===== src/core/obpd_pkg.sv =====
// Package: register map, address windows, enable bit positions, timing counts
package obpd_pkg;
  // APB register byte offsets
  localparam logic [11:0] REG_SYSCFG_OFF = 12'h000;
  localparam logic [11:0] REG_PERIPH_EN_OFF = 12'h004;
  localparam logic [11:0] REG_STATUS_OFF = 12'h008;
  // System configuration field: global peripheral bus enable
  localparam int SYSCFG_GLOBAL_BIT = 2;
  // Peripheral enable register bit positions
  localparam int EN_NET_A = 0;
  localparam int EN_NET_B = 1;
  localparam int EN_XMEM1 = 2;
  localparam int EN_XMEM2 = 3;
  localparam int EN_CAL = 4;
  localparam int EN_XFLASH = 5;
  localparam int EN_PULSE = 6;
  localparam int EN_ASYNC = 7;
  localparam int EN_SYNC = 8;
  localparam int EN_TWO_WIRE = 9;
  localparam int EN_AUX = 10;
  localparam int EN_PORTS = 11;
  // Reset values: first network unit and small extension memory enabled
  localparam logic [15:0] PERIPH_EN_RST = 16'h0005;
  localparam logic [15:0] SYSCFG_RST = 16'h0000;
  // Writable enable bits; reserved bits read zero
  localparam logic [15:0] PERIPH_EN_MASK = 16'h0fff;
  // Bits of the shared peripheral window (all except memories)
  localparam logic [15:0] WINDOW_EN_MASK = 16'h0fd3;
  // Target count and index of each target
  localparam int NUM_TGT = 9;
  localparam int T_NET_A = 0;
  localparam int T_NET_B = 1;
  localparam int T_CAL = 2;
  localparam int T_PULSE = 3;
  localparam int T_ASYNC = 4;
  localparam int T_SYNC = 5;
  localparam int T_TWO_WIRE = 6;
  localparam int T_AUX = 7;
  localparam int T_PORTS = 8;
  // Window bounds and per-target range base/last (24-bit addresses)
  localparam logic [23:0] WIN_LO = 24'h00e800;
  localparam logic [23:0] WIN_HI = 24'h00efff;
  localparam logic [NUM_TGT*24-1:0] TGT_LO = {24'h00eb80, 24'h00eb00, 24'h00ea00,
    24'h00e800, 24'h00e900, 24'h00ec00, 24'h00ed00, 24'h00ee00, 24'h00ef00};
  localparam logic [NUM_TGT*24-1:0] TGT_HI = {24'h00ebff, 24'h00eb7f, 24'h00eaff,
    24'h00e8ff, 24'h00e9ff, 24'h00ecff, 24'h00edff, 24'h00eeff, 24'h00efff};
  localparam logic [NUM_TGT*4-1:0] TGT_BIT = {4'hb, 4'ha, 4'h9, 4'h8, 4'h7, 4'h6,
    4'h4, 4'h1, 4'h0};
  // Wait states per internal access; no turnaround states
  localparam int WAIT_STATES = 2;
  localparam int TURNAROUND_STATES = 0;
  // Segment lines available with a network unit active, else all eight
  localparam logic [7:0] SEG_LINES_NET = 8'h0f;
  localparam logic [7:0] SEG_LINES_ALL = 8'hff;
  // Access time figure at the core rate and the clock period
  localparam real ACCESS_NS = 62.5;
  localparam real CLK_PERIOD_NS = 10.0;
endpackage


===== src/core/obpd_decoder.sv =====
// Peripheral bus decoder with APB configuration registers
//
// Chosen here: the APB interface to the registers and the placing of the registers.
`timescale 1ns/1ns
module obpd_decoder #(
  parameter int WAITS = obpd_pkg::WAIT_STATES
) (
  // Clock and reset
  input wire logic clk_i,
  input wire logic nrst_i,
  // APB slave
  input wire logic psel_i,
  input wire logic penable_i,
  input wire logic pwrite_i,
  input wire logic [11:0] paddr_i,
  input wire logic [31:0] pwdata_i,
  output logic [31:0] prdata_o,
  output logic pready_o,
  output logic pslverr_o,
  // CPU bus request
  input wire logic cpu_req_i,
  input wire logic [23:0] cpu_addr_i,
  input wire logic cpu_byte_i,
  output logic cpu_ready_o,
  output logic cpu_err_o,
  // Internal target selects and claims, external select and segment line view
  output logic [obpd_pkg::NUM_TGT-1:0] tgt_sel_o,
  output logic [obpd_pkg::NUM_TGT-1:0] tgt_claim_o,
  output logic ext_sel_o,
  output logic [7:0] seg_lines_o
);
  initial begin
    if (WAITS != obpd_pkg::WAIT_STATES) begin
      $error("obpd_decoder: wait count is fixed by the bus timing");
    end
  end

  logic [15:0] syscfg_r;
  logic [15:0] periph_en_r;
  logic global_en;
  logic apb_wr;
  logic apb_bad;
  logic [obpd_pkg::NUM_TGT-1:0] hit;
  logic [obpd_pkg::NUM_TGT-1:0] claim;
  logic in_window;
  logic any_win_en;
  logic int_hit;
  logic [obpd_pkg::NUM_TGT-1:0] sel_r;
  logic ext_r;
  logic err_r;
  logic wait_busy;
  logic wait_done;
  logic ext_done_r;

  assign global_en = syscfg_r[obpd_pkg::SYSCFG_GLOBAL_BIT];
  assign apb_wr = psel_i && penable_i && pwrite_i;
  assign apb_bad = paddr_i != obpd_pkg::REG_SYSCFG_OFF
    && paddr_i != obpd_pkg::REG_PERIPH_EN_OFF
    && paddr_i != obpd_pkg::REG_STATUS_OFF;

  // System configuration register; global bit sticks once set
  always_ff @(posedge clk_i or negedge nrst_i) begin
    if (!nrst_i) begin
      syscfg_r <= obpd_pkg::SYSCFG_RST;
    end else if (apb_wr && paddr_i == obpd_pkg::REG_SYSCFG_OFF) begin
      syscfg_r <= pwdata_i[15:0] | syscfg_r;
    end
  end

  // Enable register, writable only before global enable
  always_ff @(posedge clk_i or negedge nrst_i) begin
    if (!nrst_i) begin
      periph_en_r <= obpd_pkg::PERIPH_EN_RST;
    end else if (apb_wr && paddr_i == obpd_pkg::REG_PERIPH_EN_OFF && !global_en) begin
      periph_en_r <= pwdata_i[15:0] & obpd_pkg::PERIPH_EN_MASK;
    end
  end

  // APB answers in the access phase with no extra wait
  assign pready_o = 1'b1;
  assign pslverr_o = psel_i && penable_i && apb_bad;

  // Read mux; status shows the live decode state
  always_comb begin
    prdata_o = 32'h0000_0000;
    if (psel_i) begin
      unique case (paddr_i)
        obpd_pkg::REG_SYSCFG_OFF: prdata_o = {16'h0000, syscfg_r};
        obpd_pkg::REG_PERIPH_EN_OFF: prdata_o = {16'h0000, periph_en_r};
        obpd_pkg::REG_STATUS_OFF: prdata_o = {7'h00, claim, 6'h00, ext_r, wait_busy,
          seg_lines_o};
        default: prdata_o = 32'h0000_0000;
      endcase
    end
  end

  // Per-target range compare and enable gate
  generate
    for (genvar g = 0; g < obpd_pkg::NUM_TGT; g++) begin : g_tgt
      localparam logic [23:0] LO = obpd_pkg::TGT_LO[g*24 +: 24];
      localparam logic [23:0] HI = obpd_pkg::TGT_HI[g*24 +: 24];
      localparam int BIT = int'(obpd_pkg::TGT_BIT[g*4 +: 4]);
      assign claim[g] = global_en && periph_en_r[BIT];
      assign hit[g] = claim[g] && cpu_addr_i >= LO && cpu_addr_i <= HI;
    end
  endgenerate

  assign in_window = cpu_addr_i >= obpd_pkg::WIN_LO && cpu_addr_i <= obpd_pkg::WIN_HI;
  assign any_win_en = |(periph_en_r & obpd_pkg::WINDOW_EN_MASK);
  assign int_hit = |hit;

  // Pins and interrupts claimed only by enabled units
  assign tgt_claim_o = claim;

  // Segment lines limited while a network unit is in use
  assign seg_lines_o = (claim[obpd_pkg::T_NET_A] || claim[obpd_pkg::T_NET_B])
    ? obpd_pkg::SEG_LINES_NET : obpd_pkg::SEG_LINES_ALL;

  // Two wait states per internal access
  obpd_waitgen #(
    .WAITS(WAITS)
  ) u_wait (
    .clk_i(clk_i),
    .nrst_i(nrst_i),
    .start_i(cpu_req_i && int_hit && !cpu_byte_i && !wait_busy),
    .busy_o(wait_busy),
    .done_o(wait_done)
  );

  // Latch the decode for the access; a disabled range in a window that
  // still holds an enabled unit is left unclaimed and errors out
  always_ff @(posedge clk_i or negedge nrst_i) begin
    if (!nrst_i) begin
      sel_r <= '0;
      ext_r <= 1'b0;
      err_r <= 1'b0;
    end else if (cpu_req_i && !wait_busy && !ext_done_r && !err_r) begin
      if (in_window && cpu_byte_i && int_hit) begin
        sel_r <= '0;
        err_r <= 1'b1;
      end else if (int_hit) begin
        sel_r <= hit;
      end else if (!in_window || !global_en || !any_win_en) begin
        ext_r <= 1'b1;
      end else begin
        err_r <= 1'b1;
      end
    end else if (wait_done || ext_done_r || err_r) begin
      sel_r <= '0;
      ext_r <= 1'b0;
      err_r <= 1'b0;
    end
  end

  // External path completes one cycle after select
  always_ff @(posedge clk_i or negedge nrst_i) begin
    if (!nrst_i) begin
      ext_done_r <= 1'b0;
    end else begin
      ext_done_r <= ext_r && !ext_done_r;
    end
  end

  // Ready in the cycle after the last wait state, no turnaround cycle after
  assign cpu_ready_o = wait_done || ext_done_r || err_r;
  assign cpu_err_o = err_r;
  assign tgt_sel_o = sel_r;
  assign ext_sel_o = ext_r;
endmodule


===== src/core/obpd_waitgen.sv =====
// Wait-state counter: holds ready low for a fixed number of cycles
`timescale 1ns/1ns
module obpd_waitgen #(
  parameter int WAITS = 2
) (
  // Clock and reset
  input wire logic clk_i,
  input wire logic nrst_i,
  // Access start and completion
  input wire logic start_i,
  output logic busy_o,
  output logic done_o
);
  localparam int CW = (WAITS < 2) ? 1 : $clog2(WAITS + 1);
  initial begin
    if (WAITS < 0 || WAITS > 15) begin
      $error("obpd_waitgen: WAITS out of range");
    end
  end

  logic [CW-1:0] cnt_r;
  logic busy_r;

  // Count down the wait states, then flag done
  always_ff @(posedge clk_i or negedge nrst_i) begin
    if (!nrst_i) begin
      cnt_r <= '0;
      busy_r <= 1'b0;
    end else if (start_i && !busy_r) begin
      cnt_r <= CW'(WAITS);
      busy_r <= 1'b1;
    end else if (busy_r && cnt_r != '0) begin
      cnt_r <= cnt_r - CW'(1);
    end else begin
      busy_r <= 1'b0;
    end
  end

  assign busy_o = busy_r;
  assign done_o = busy_r && (cnt_r == '0);
endmodule


===== config.mk =====
export PLATFORM = sky130hd
export DESIGN_NAME = obpd_decoder
export DESIGN_NICKNAME = d
export VERILOG_FILES = /design/src/core/obpd_pkg.sv /design/src/core/obpd_decoder.sv /design/src/core/obpd_waitgen.sv
export SDC_FILE = /design/constraint.sdc
export NUM_CORES = 1
export LEC_CHECK = 0
export ABC_CLOCK_PERIOD_IN_PS = 3900
export BUFFER_PORTS_ARGS = -buffer_cell sky130_fd_sc_hd__buf_2
export CORE_MARGIN = 3
export CORE_UTILIZATION = 25
export CTS_BUF_LIST = sky130_fd_sc_hd__clkbuf_2 sky130_fd_sc_hd__clkbuf_4 sky130_fd_sc_hd__clkbuf_8
export CTS_CLUSTER_DIAMETER = 200
export DETAILED_ROUTE_END_ITERATION = 8
export RECOVER_POWER = 50
export SKIP_CTS_REPAIR_TIMING = 1
export SLEW_MARGIN = 20
export SYNTH_ARGS = -nofsm -noshare
export SYNTH_HDL_FRONTEND = slang
export SYNTH_HIERARCHICAL = 1
export SYNTH_SLANG_ARGS = --single-unit

===== constraint.sdc =====
create_clock -name clk_i -period 3.9 [get_ports clk_i]
set_input_delay 0.195 -clock clk_i [delete_from_list [all_inputs] [get_ports clk_i]]
set_output_delay 0.195 -clock clk_i [all_outputs]
set_load 0.05 [all_outputs]

==> results.md, run 1 <==
- Site Rows: 36
- Fmax achieved: 318 MHz
- Post-synth ARST share: 100%
- Drt drc: 0
- Startpoint types: input pin
- Worst vdd ir: 0.132 mV
- Wire length per cell: 15.4 um
- Pwr Density: 315 nW/um^2
- CP Max Fanout: 10
- Core area: 9860 um^2
- Fin nets: 443
- Global-route wire length before repair: 12000 um
- Routed wire length: 7700 um
- Antenna Nets Post-Route: 0
- Setup TNS: 0 ps
- Dpl cells: 492
- Die X: 107 um
- Critical R2R Launch: syscfg_r[2]$_DFFE_PN0P_
- Failing checks: max-capacitance violations, max-slew violations
- Number of global-route vias before repair: 2313
- Final number of max-transition violations: 44
- EDFF count, synth: 0
- Clk sinks: 43
- IO Count: 138
- Cell Area, Synth: 2550 um^2
- I/O Buffers: 102
- Status: finished, violations left
- Initial DRC Count: 120
- Final hold vios: 0
- Area grow syn2layout: 26.0%
- Crit path from: paddr_i[11]
- TritonCTS clock tree: built
- Hold Startpoint: pwdata_i[15]
- Number of max-cap violations: 1
- YS warnings: 6
- Commonest non-fill, non-tap cell in the layout: buf_2
- R2r worst-path depth: 7
- Mapped Cells: 271
- Post-synthesis sequential area ratio: 42.2%
- Worst rel slew slack: -63.5%
- Hold Path Class: input pin to flip-flop
- Main synth FF type: dfrtp_1
- Total GRT Usage: 13.2%
- Fill cells: 1068
- Net Sw Frac: 29.8%
- Pre-CTS WS: 838 ps
- CTS root buf: clkbuf_8
- Clock power frac: 36.4%
- Critical path class: input pin to output pin
- Total power: 1010 uW
- Internal power: 710 uW
- Flops & latches, synth: 43
- Die area: 11500 um^2
- Netlist cell types: 50
- Mean Syn Cell Area: 9.42 um^2
- Sequential share of power: 46.6%
- Fin cells: 501
- N_diodes: 0
- Worst Tran Pin Value: 2450 ps
- Tcrit/Tclk final: 80.7%
- Vias/cell: 4.66
- GP Congestion: 0.760
- CP required: 3700 ps
- Pleak: 0.00164 uW
- Hold-critical path depth: 2
- RSZ-0062 raised after global routing: no
- Max Buffers Root-to-Sink: 2
- Combinational power share: 17.0%
- Worst EP arrival: 2950 ps
- Antenna violations before repair: 0
- Grt total ovfl: 0
- Setup violators final: 0
- Number of buffers created by CTS: 5
- Post-route setup slack: 754 ps
- Worst-path clk slew: 90 ps
- Vias after detailed routing: 2337
- Storage element area: 1080 um^2
- Multi-input logic area: 1310 um^2
- Pin count of the biggest net entering global routing: 44
- Final HPWL DP: 5970 um
- Critical path capture point type: output pin
- Drt pass-1 iters: 4
- Initial Utilization: 25.9%
- Clock insertion delay at the later pin of the skew report: 290 ps
- Psw: 302 uW
- H-tree levels: 2
- Layout cells sized above 1: 31.3%
- Clock Skews: 9.10 ps
- Commonest cells after routing, fill and taps aside: 81 x buf_2, 41 x dfrtp_1, 22 x nor2_1
- DIE HEIGHT: 107 um
- Minimum clock period: 3150 ps
-- critical path: stages --
cell,delay (ps)
buf_2,90
or4_4,530
nor4_4,450
nand2_1,380
nor3b_1,780
and3_1,250
buf_2,280
-- path summary, 6_finish.rpt --
check	end	slack, ps
max reg2reg	u_wait/cnt_r[1]$_DFFE_PN0P_	1490
max in group asynchronous	periph_en_r[5]$_DFFE_PN0P_	1300
min in group asynchronous	periph_en_r[8]$_DFFE_PN0P_	1200
min reg2reg	syscfg_r[14]$_DFFE_PN0P_	450
max	prdata_o[23]	750
min	syscfg_r[15]$_DFFE_PN0P_	90
-- synth_stat cells, types with 3 or more instances --
cell type	n	area (um^2)
dfrtp_1	41	1030
nor3_1	7	35.0
or4_1	3	22.5
mux2_2	12	135
nand4b_1	4	35.0
a21oi_1	8	40.0
nand3_1	5	25.0
inv_1	13	48.8
a22oi_1	8	60.1
nor3b_1	4	30.0
nor2b_1	6	37.5
o21ai_0	17	85.1
nor4_1	3	18.8
a21o_1	16	120
nand4_1	3	18.8
nand2_1	18	67.6
nor2_1	22	82.6
buf_4	15	113
and2_1	11	68.8
mux2i_1	6	60.1
clkbuf_1	5	18.8
and3_1	5	31.3
nand2b_1	5	31.3
-- final cells by class --
cell class	instances	share of cell area, %
clock inverter	2	1.09
sequential	43	33.5
clock buffer	6	2.57
multi-input combinational	201	40.8
tap	133	5.17
inverter	13	1.52
timing repair buffer	103	15.4
-- through the flow --
step	util [%]	area (um^2)	hold slack, ps
floorplan	-	2590	-101
global placement	31.5	3110	396
detailed placement	31.5	3110	400
CTS	32.7	3230	86.0
global route	32.6	3220	77.1
finish	32.6	3220	93.2
-- logic make-up (layout without fill, tap and decap cells) --
logic type / after synthesis / count (layout) / synth area share [%]
compound gates: 58 / 58 / 14.8
fa+ha+maj: 1 / 1 / 0.490
buf+inv: 37 / 124 / 8.04
flops: 43 / 43 / 42.2
mux: 18 / 18 / 7.64
other cells: 2 / 12 / 0.294
simple gates: 112 / 112 / 26.5
-- sequential cells by signal, summed over array words and instances (netlist names) --
signal,count
u_wait/busy_o,1
tgt_sel_o,9
periph_en_r,12
cpu_err_o,1
ext_sel_o,1
ext_done_r,1
syscfg_r,16
u_wait/cnt_r,2
-- power by group through the flow --
stage	clock network, uW	registers (uW)	logic, uW
3_3_place_gp	0	479	173
4_1_cts	378	472	175
2_1_floorplan	0	493	105
3_5_place_dp	0	480	175
5_1_grt	396	474	185
6_report	368	471	172
-- per-layer routing --
| metal | wire, um | global-route usage [%] | vias up | part of all wire, % |
|---|---|---|---|---|
| met5 | 0 | 0 | - | 0 |
| li1 | - | - | 1126 | - |
| met2 | 3570 | 21.3 | 92 | 46 |
| met3 | 581 | 3.43 | 5 | 7.6 |
| met4 | 110 | 3.74 | 0 | 1.4 |
| met1 | 3430 | 17.5 | 1114 | 45 |
No activity file was read; power rests on OpenSTA's default activity.
==> run 2: changes to the inputs <==
--- a/config.mk
+++ b/config.mk
@@ -5,7 +5,7 @@
 export SDC_FILE = /design/constraint.sdc
 export NUM_CORES = 1
 export LEC_CHECK = 0
-export ABC_CLOCK_PERIOD_IN_PS = 3900
+export ABC_CLOCK_PERIOD_IN_PS = 3020
 export BUFFER_PORTS_ARGS = -buffer_cell sky130_fd_sc_hd__buf_2
 export CORE_MARGIN = 3
 export CORE_UTILIZATION = 25
==> constraint.sdc (replaced) <==
create_clock -name clk_i -period 3.02 [get_ports clk_i]
set_input_delay 0.151 -clock clk_i [delete_from_list [all_inputs] [get_ports clk_i]]
set_output_delay 0.151 -clock clk_i [all_outputs]
set_load 0.05 [all_outputs]
==> run 2 against run 1 <==
  * First-iteration DRC count fell by 7.5%
  * Final cell count up 1.8%
  * Largest cell class unchanged
  * Hold slack got worse by 46 ps
  * Utilization is 0.63 points higher
  * Register-to-register slack got worse by 500 ps
  * Largest power group unchanged
  * The run still ends with max-capacitance violations, max-slew violations left
==> results.md, run 2 (synthesized netlist as in run 1, its figures left out) <==
- Status: finished, violations left
- Failing checks: max-capacitance violations, max-slew violations
- TritonCTS clock tree: built
- Hold Startpoint: pwdata_i[15]
- Initial Utilization: 25.9% (unchanged)
- Internal power: 984 uW (+39%)
- Startpoint types: input pin
- Die X: 107 um (unchanged)
- Worst-path clk slew: 90 ps (about the same)
- Psw: 399 uW (+32%)
- Fin nets: 452 (+2.0%)
- Final hold vios: 0 (unchanged)
- Worst reg2reg path endpoint: u_wait/cnt_r[1]$_DFFE_PN0P_
- Antenna violations before repair: 0 (unchanged)
- Flop-to-flop setup slack: 990 ps (-500 ps)
- Combinational power share: 16.6% (-0.4 points)
- Fill cells: 1065 (-0.28%)
- I/O Buffers: 102 (unchanged)
- N_diodes: 0 (unchanged)
- Worst rel slew slack: -60.0% (+3.5 points)
- DP Area: 3190 um^2 (+2.4%)
- Final number of max-transition violations: 44 (unchanged)
- IO Count: 138 (unchanged)
- Layout cells sized above 1: 32.9% (+1.6 points)
- Drt pass-1 iters: 4 (unchanged)
- Core area: 9860 um^2 (unchanged)
- Drt drc: 0 (unchanged)
- Final HPWL DP: 6030 um (+0.97%)
- Clock Skews: 9.20 ps (+0.0925 ps)
- Fmax achieved: 383 MHz
- Post-route setup slack: 407 ps (-347 ps)
- Commonest cells after routing, fill and taps aside: 82 x buf_2, 41 x dfrtp_1, 22 x nor2_1
- Tcrit/Tclk final: 86.5%
- Pleak: 0.00169 uW (+2.9%)
- Design area: 3280 um^2 (+1.9%)
- RSZ-0062 raised after global routing: no
- Clk sinks: 43 (unchanged)
- Dpl cells: 502 (+2.0%)
- Commonest non-fill, non-tap cell in the layout: buf_2
- Hold Path Class: input pin to flip-flop
- Hold-critical path depth: 2 (unchanged)
- Global-route wire length before repair: 12100 um (+0.80%)
- Grt total ovfl: 0 (unchanged)
- Vias after detailed routing: 2368 (+1.3%)
- CTS root buf: clkbuf_8
- Sequential share of power: 43.9% (-2.7 points)
- Area grow syn2layout: 28.4%
- Critical path capture point type: output pin
- Pwr Density: 422 nW/um^2 (+34%)
- Fin cells: 510 (+1.8%)
- Die area: 11500 um^2 (unchanged)
- Antenna Nets Post-Route: 0 (unchanged)
- Minimum clock period: 2610 ps
- Clock power frac: 39.5% (+3.1 points)
- Number of max-cap violations: 1 (unchanged)
- Biggest register: syscfg_r
- Net Sw Frac: 28.9% (-0.98 points)
- Total GRT Usage: 13.2% (-0.024 points)
- Largest register FFs: 16 (unchanged)
- Worst vdd ir: 0.257 mV (+95%)
- Worst Tran Pin Value: 2400 ps (-52.6 ps)
- Hold Path End: syscfg_r[15]$_DFFE_PN0P_
- Critical path class: input pin to output pin
- Pin count of the biggest net entering global routing: 44 (unchanged)
- Max Buffers Root-to-Sink: 2 (unchanged)
- GP Congestion: 0.791 (+4.0%)
- Critical R2R Launch: syscfg_r[2]$_DFFE_PN0P_
- Vias/cell: 4.64 (-0.46%)
- Initial DRC Count: 111 (-7.5%)
- Setup violators final: 0 (unchanged)
- Wire length per cell: 15.1 um (-1.7%)
- Number of buffers created by CTS: 5 (unchanged)
- CP required: 2870 ps (-830 ps)
- Final core occ: 33.2% (+0.63 points)
- Site Rows: 36 (unchanged)
- R2r worst-path depth: 8 (+1)
- CP Max Fanout: 6 (-4)
- Routed wire length: 7700 um (about the same)
- Clock insertion delay at the later pin of the skew report: 300 ps (about the same)
- DIE HEIGHT: 107 um (unchanged)
- H-tree levels: 2 (unchanged)
- Pre-CTS WS: 594 ps (-243 ps)
- Worst EP arrival: 2460 ps (-490 ps)
- Setup TNS: 0 ps (unchanged)
- Number of global-route vias before repair: 2377 (+2.8%)
[run 2: area by class of cell]
type | instances | area [um^2] | area share (%)
Clock buffer | 5 | 68.8 | 2.10
Clock inverter | 3 | 67.6 | 2.06
Inverter | 13 | 48.8 | 1.49
Multi-Input combinational cell | 201 | 1290 | 39.4
Sequential cell | 43 | 1080 | 32.9
Tap cell | 133 | 166 | 5.07
Timing Repair Buffer | 112 | 557 | 17.0
[run 2: worst max-delay path: stages]
cell and delay, ps:
buf_2 100, or4_4 510, nor4_1 420, clkbuf_1 300, nand2_2 90, nor3b_1 270
buf_4 200, and3_1 160, buf_2 260
[run 2: worst max path at each step]
| stage | start | end | slack [ps] |
|---|---|---|---|
| floorplan | syscfg_r[2]$_DFFE_PN0P_ | prdata_o[4] | 110 |
| global placement | paddr_i[11] | periph_en_r[9]$_DFFE_PN0P_ | 600 |
| detailed placement | paddr_i[11] | periph_en_r[6]$_DFFE_PN0P_ | 590 |
| CTS | paddr_i[11] | prdata_o[21] | 640 |
| global route | paddr_i[11] | prdata_o[21] | 260 |
| finish | paddr_i[11] | prdata_o[21] | 410 |
[run 2: metrics by stage]
step           hold WS (ps)  power (uW)
6_report               46.8        1380
5_1_grt                32.5        1440
4_1_cts                38.0        1400
3_5_place_dp            362         851
3_3_place_gp            352         847
2_1_floorplan          -145         773
[run 2: layer usage]
layer	part of all wire [%]	global-route usage, %	wire [um]
met1	44	17.1	3420
met2	48	22.7	3730
met3	6.8	3.37	523
met4	0.40	1.55	31
met5	0	0	0
[run 2: power groups by stage]
stage	combinational, uW	clock [uW]	sequential, uW
finish	229	546	607
global route	247	580	609
CTS	233	560	608
detailed placement	232	0	619
global placement	229	0	618
floorplan	136	0	637
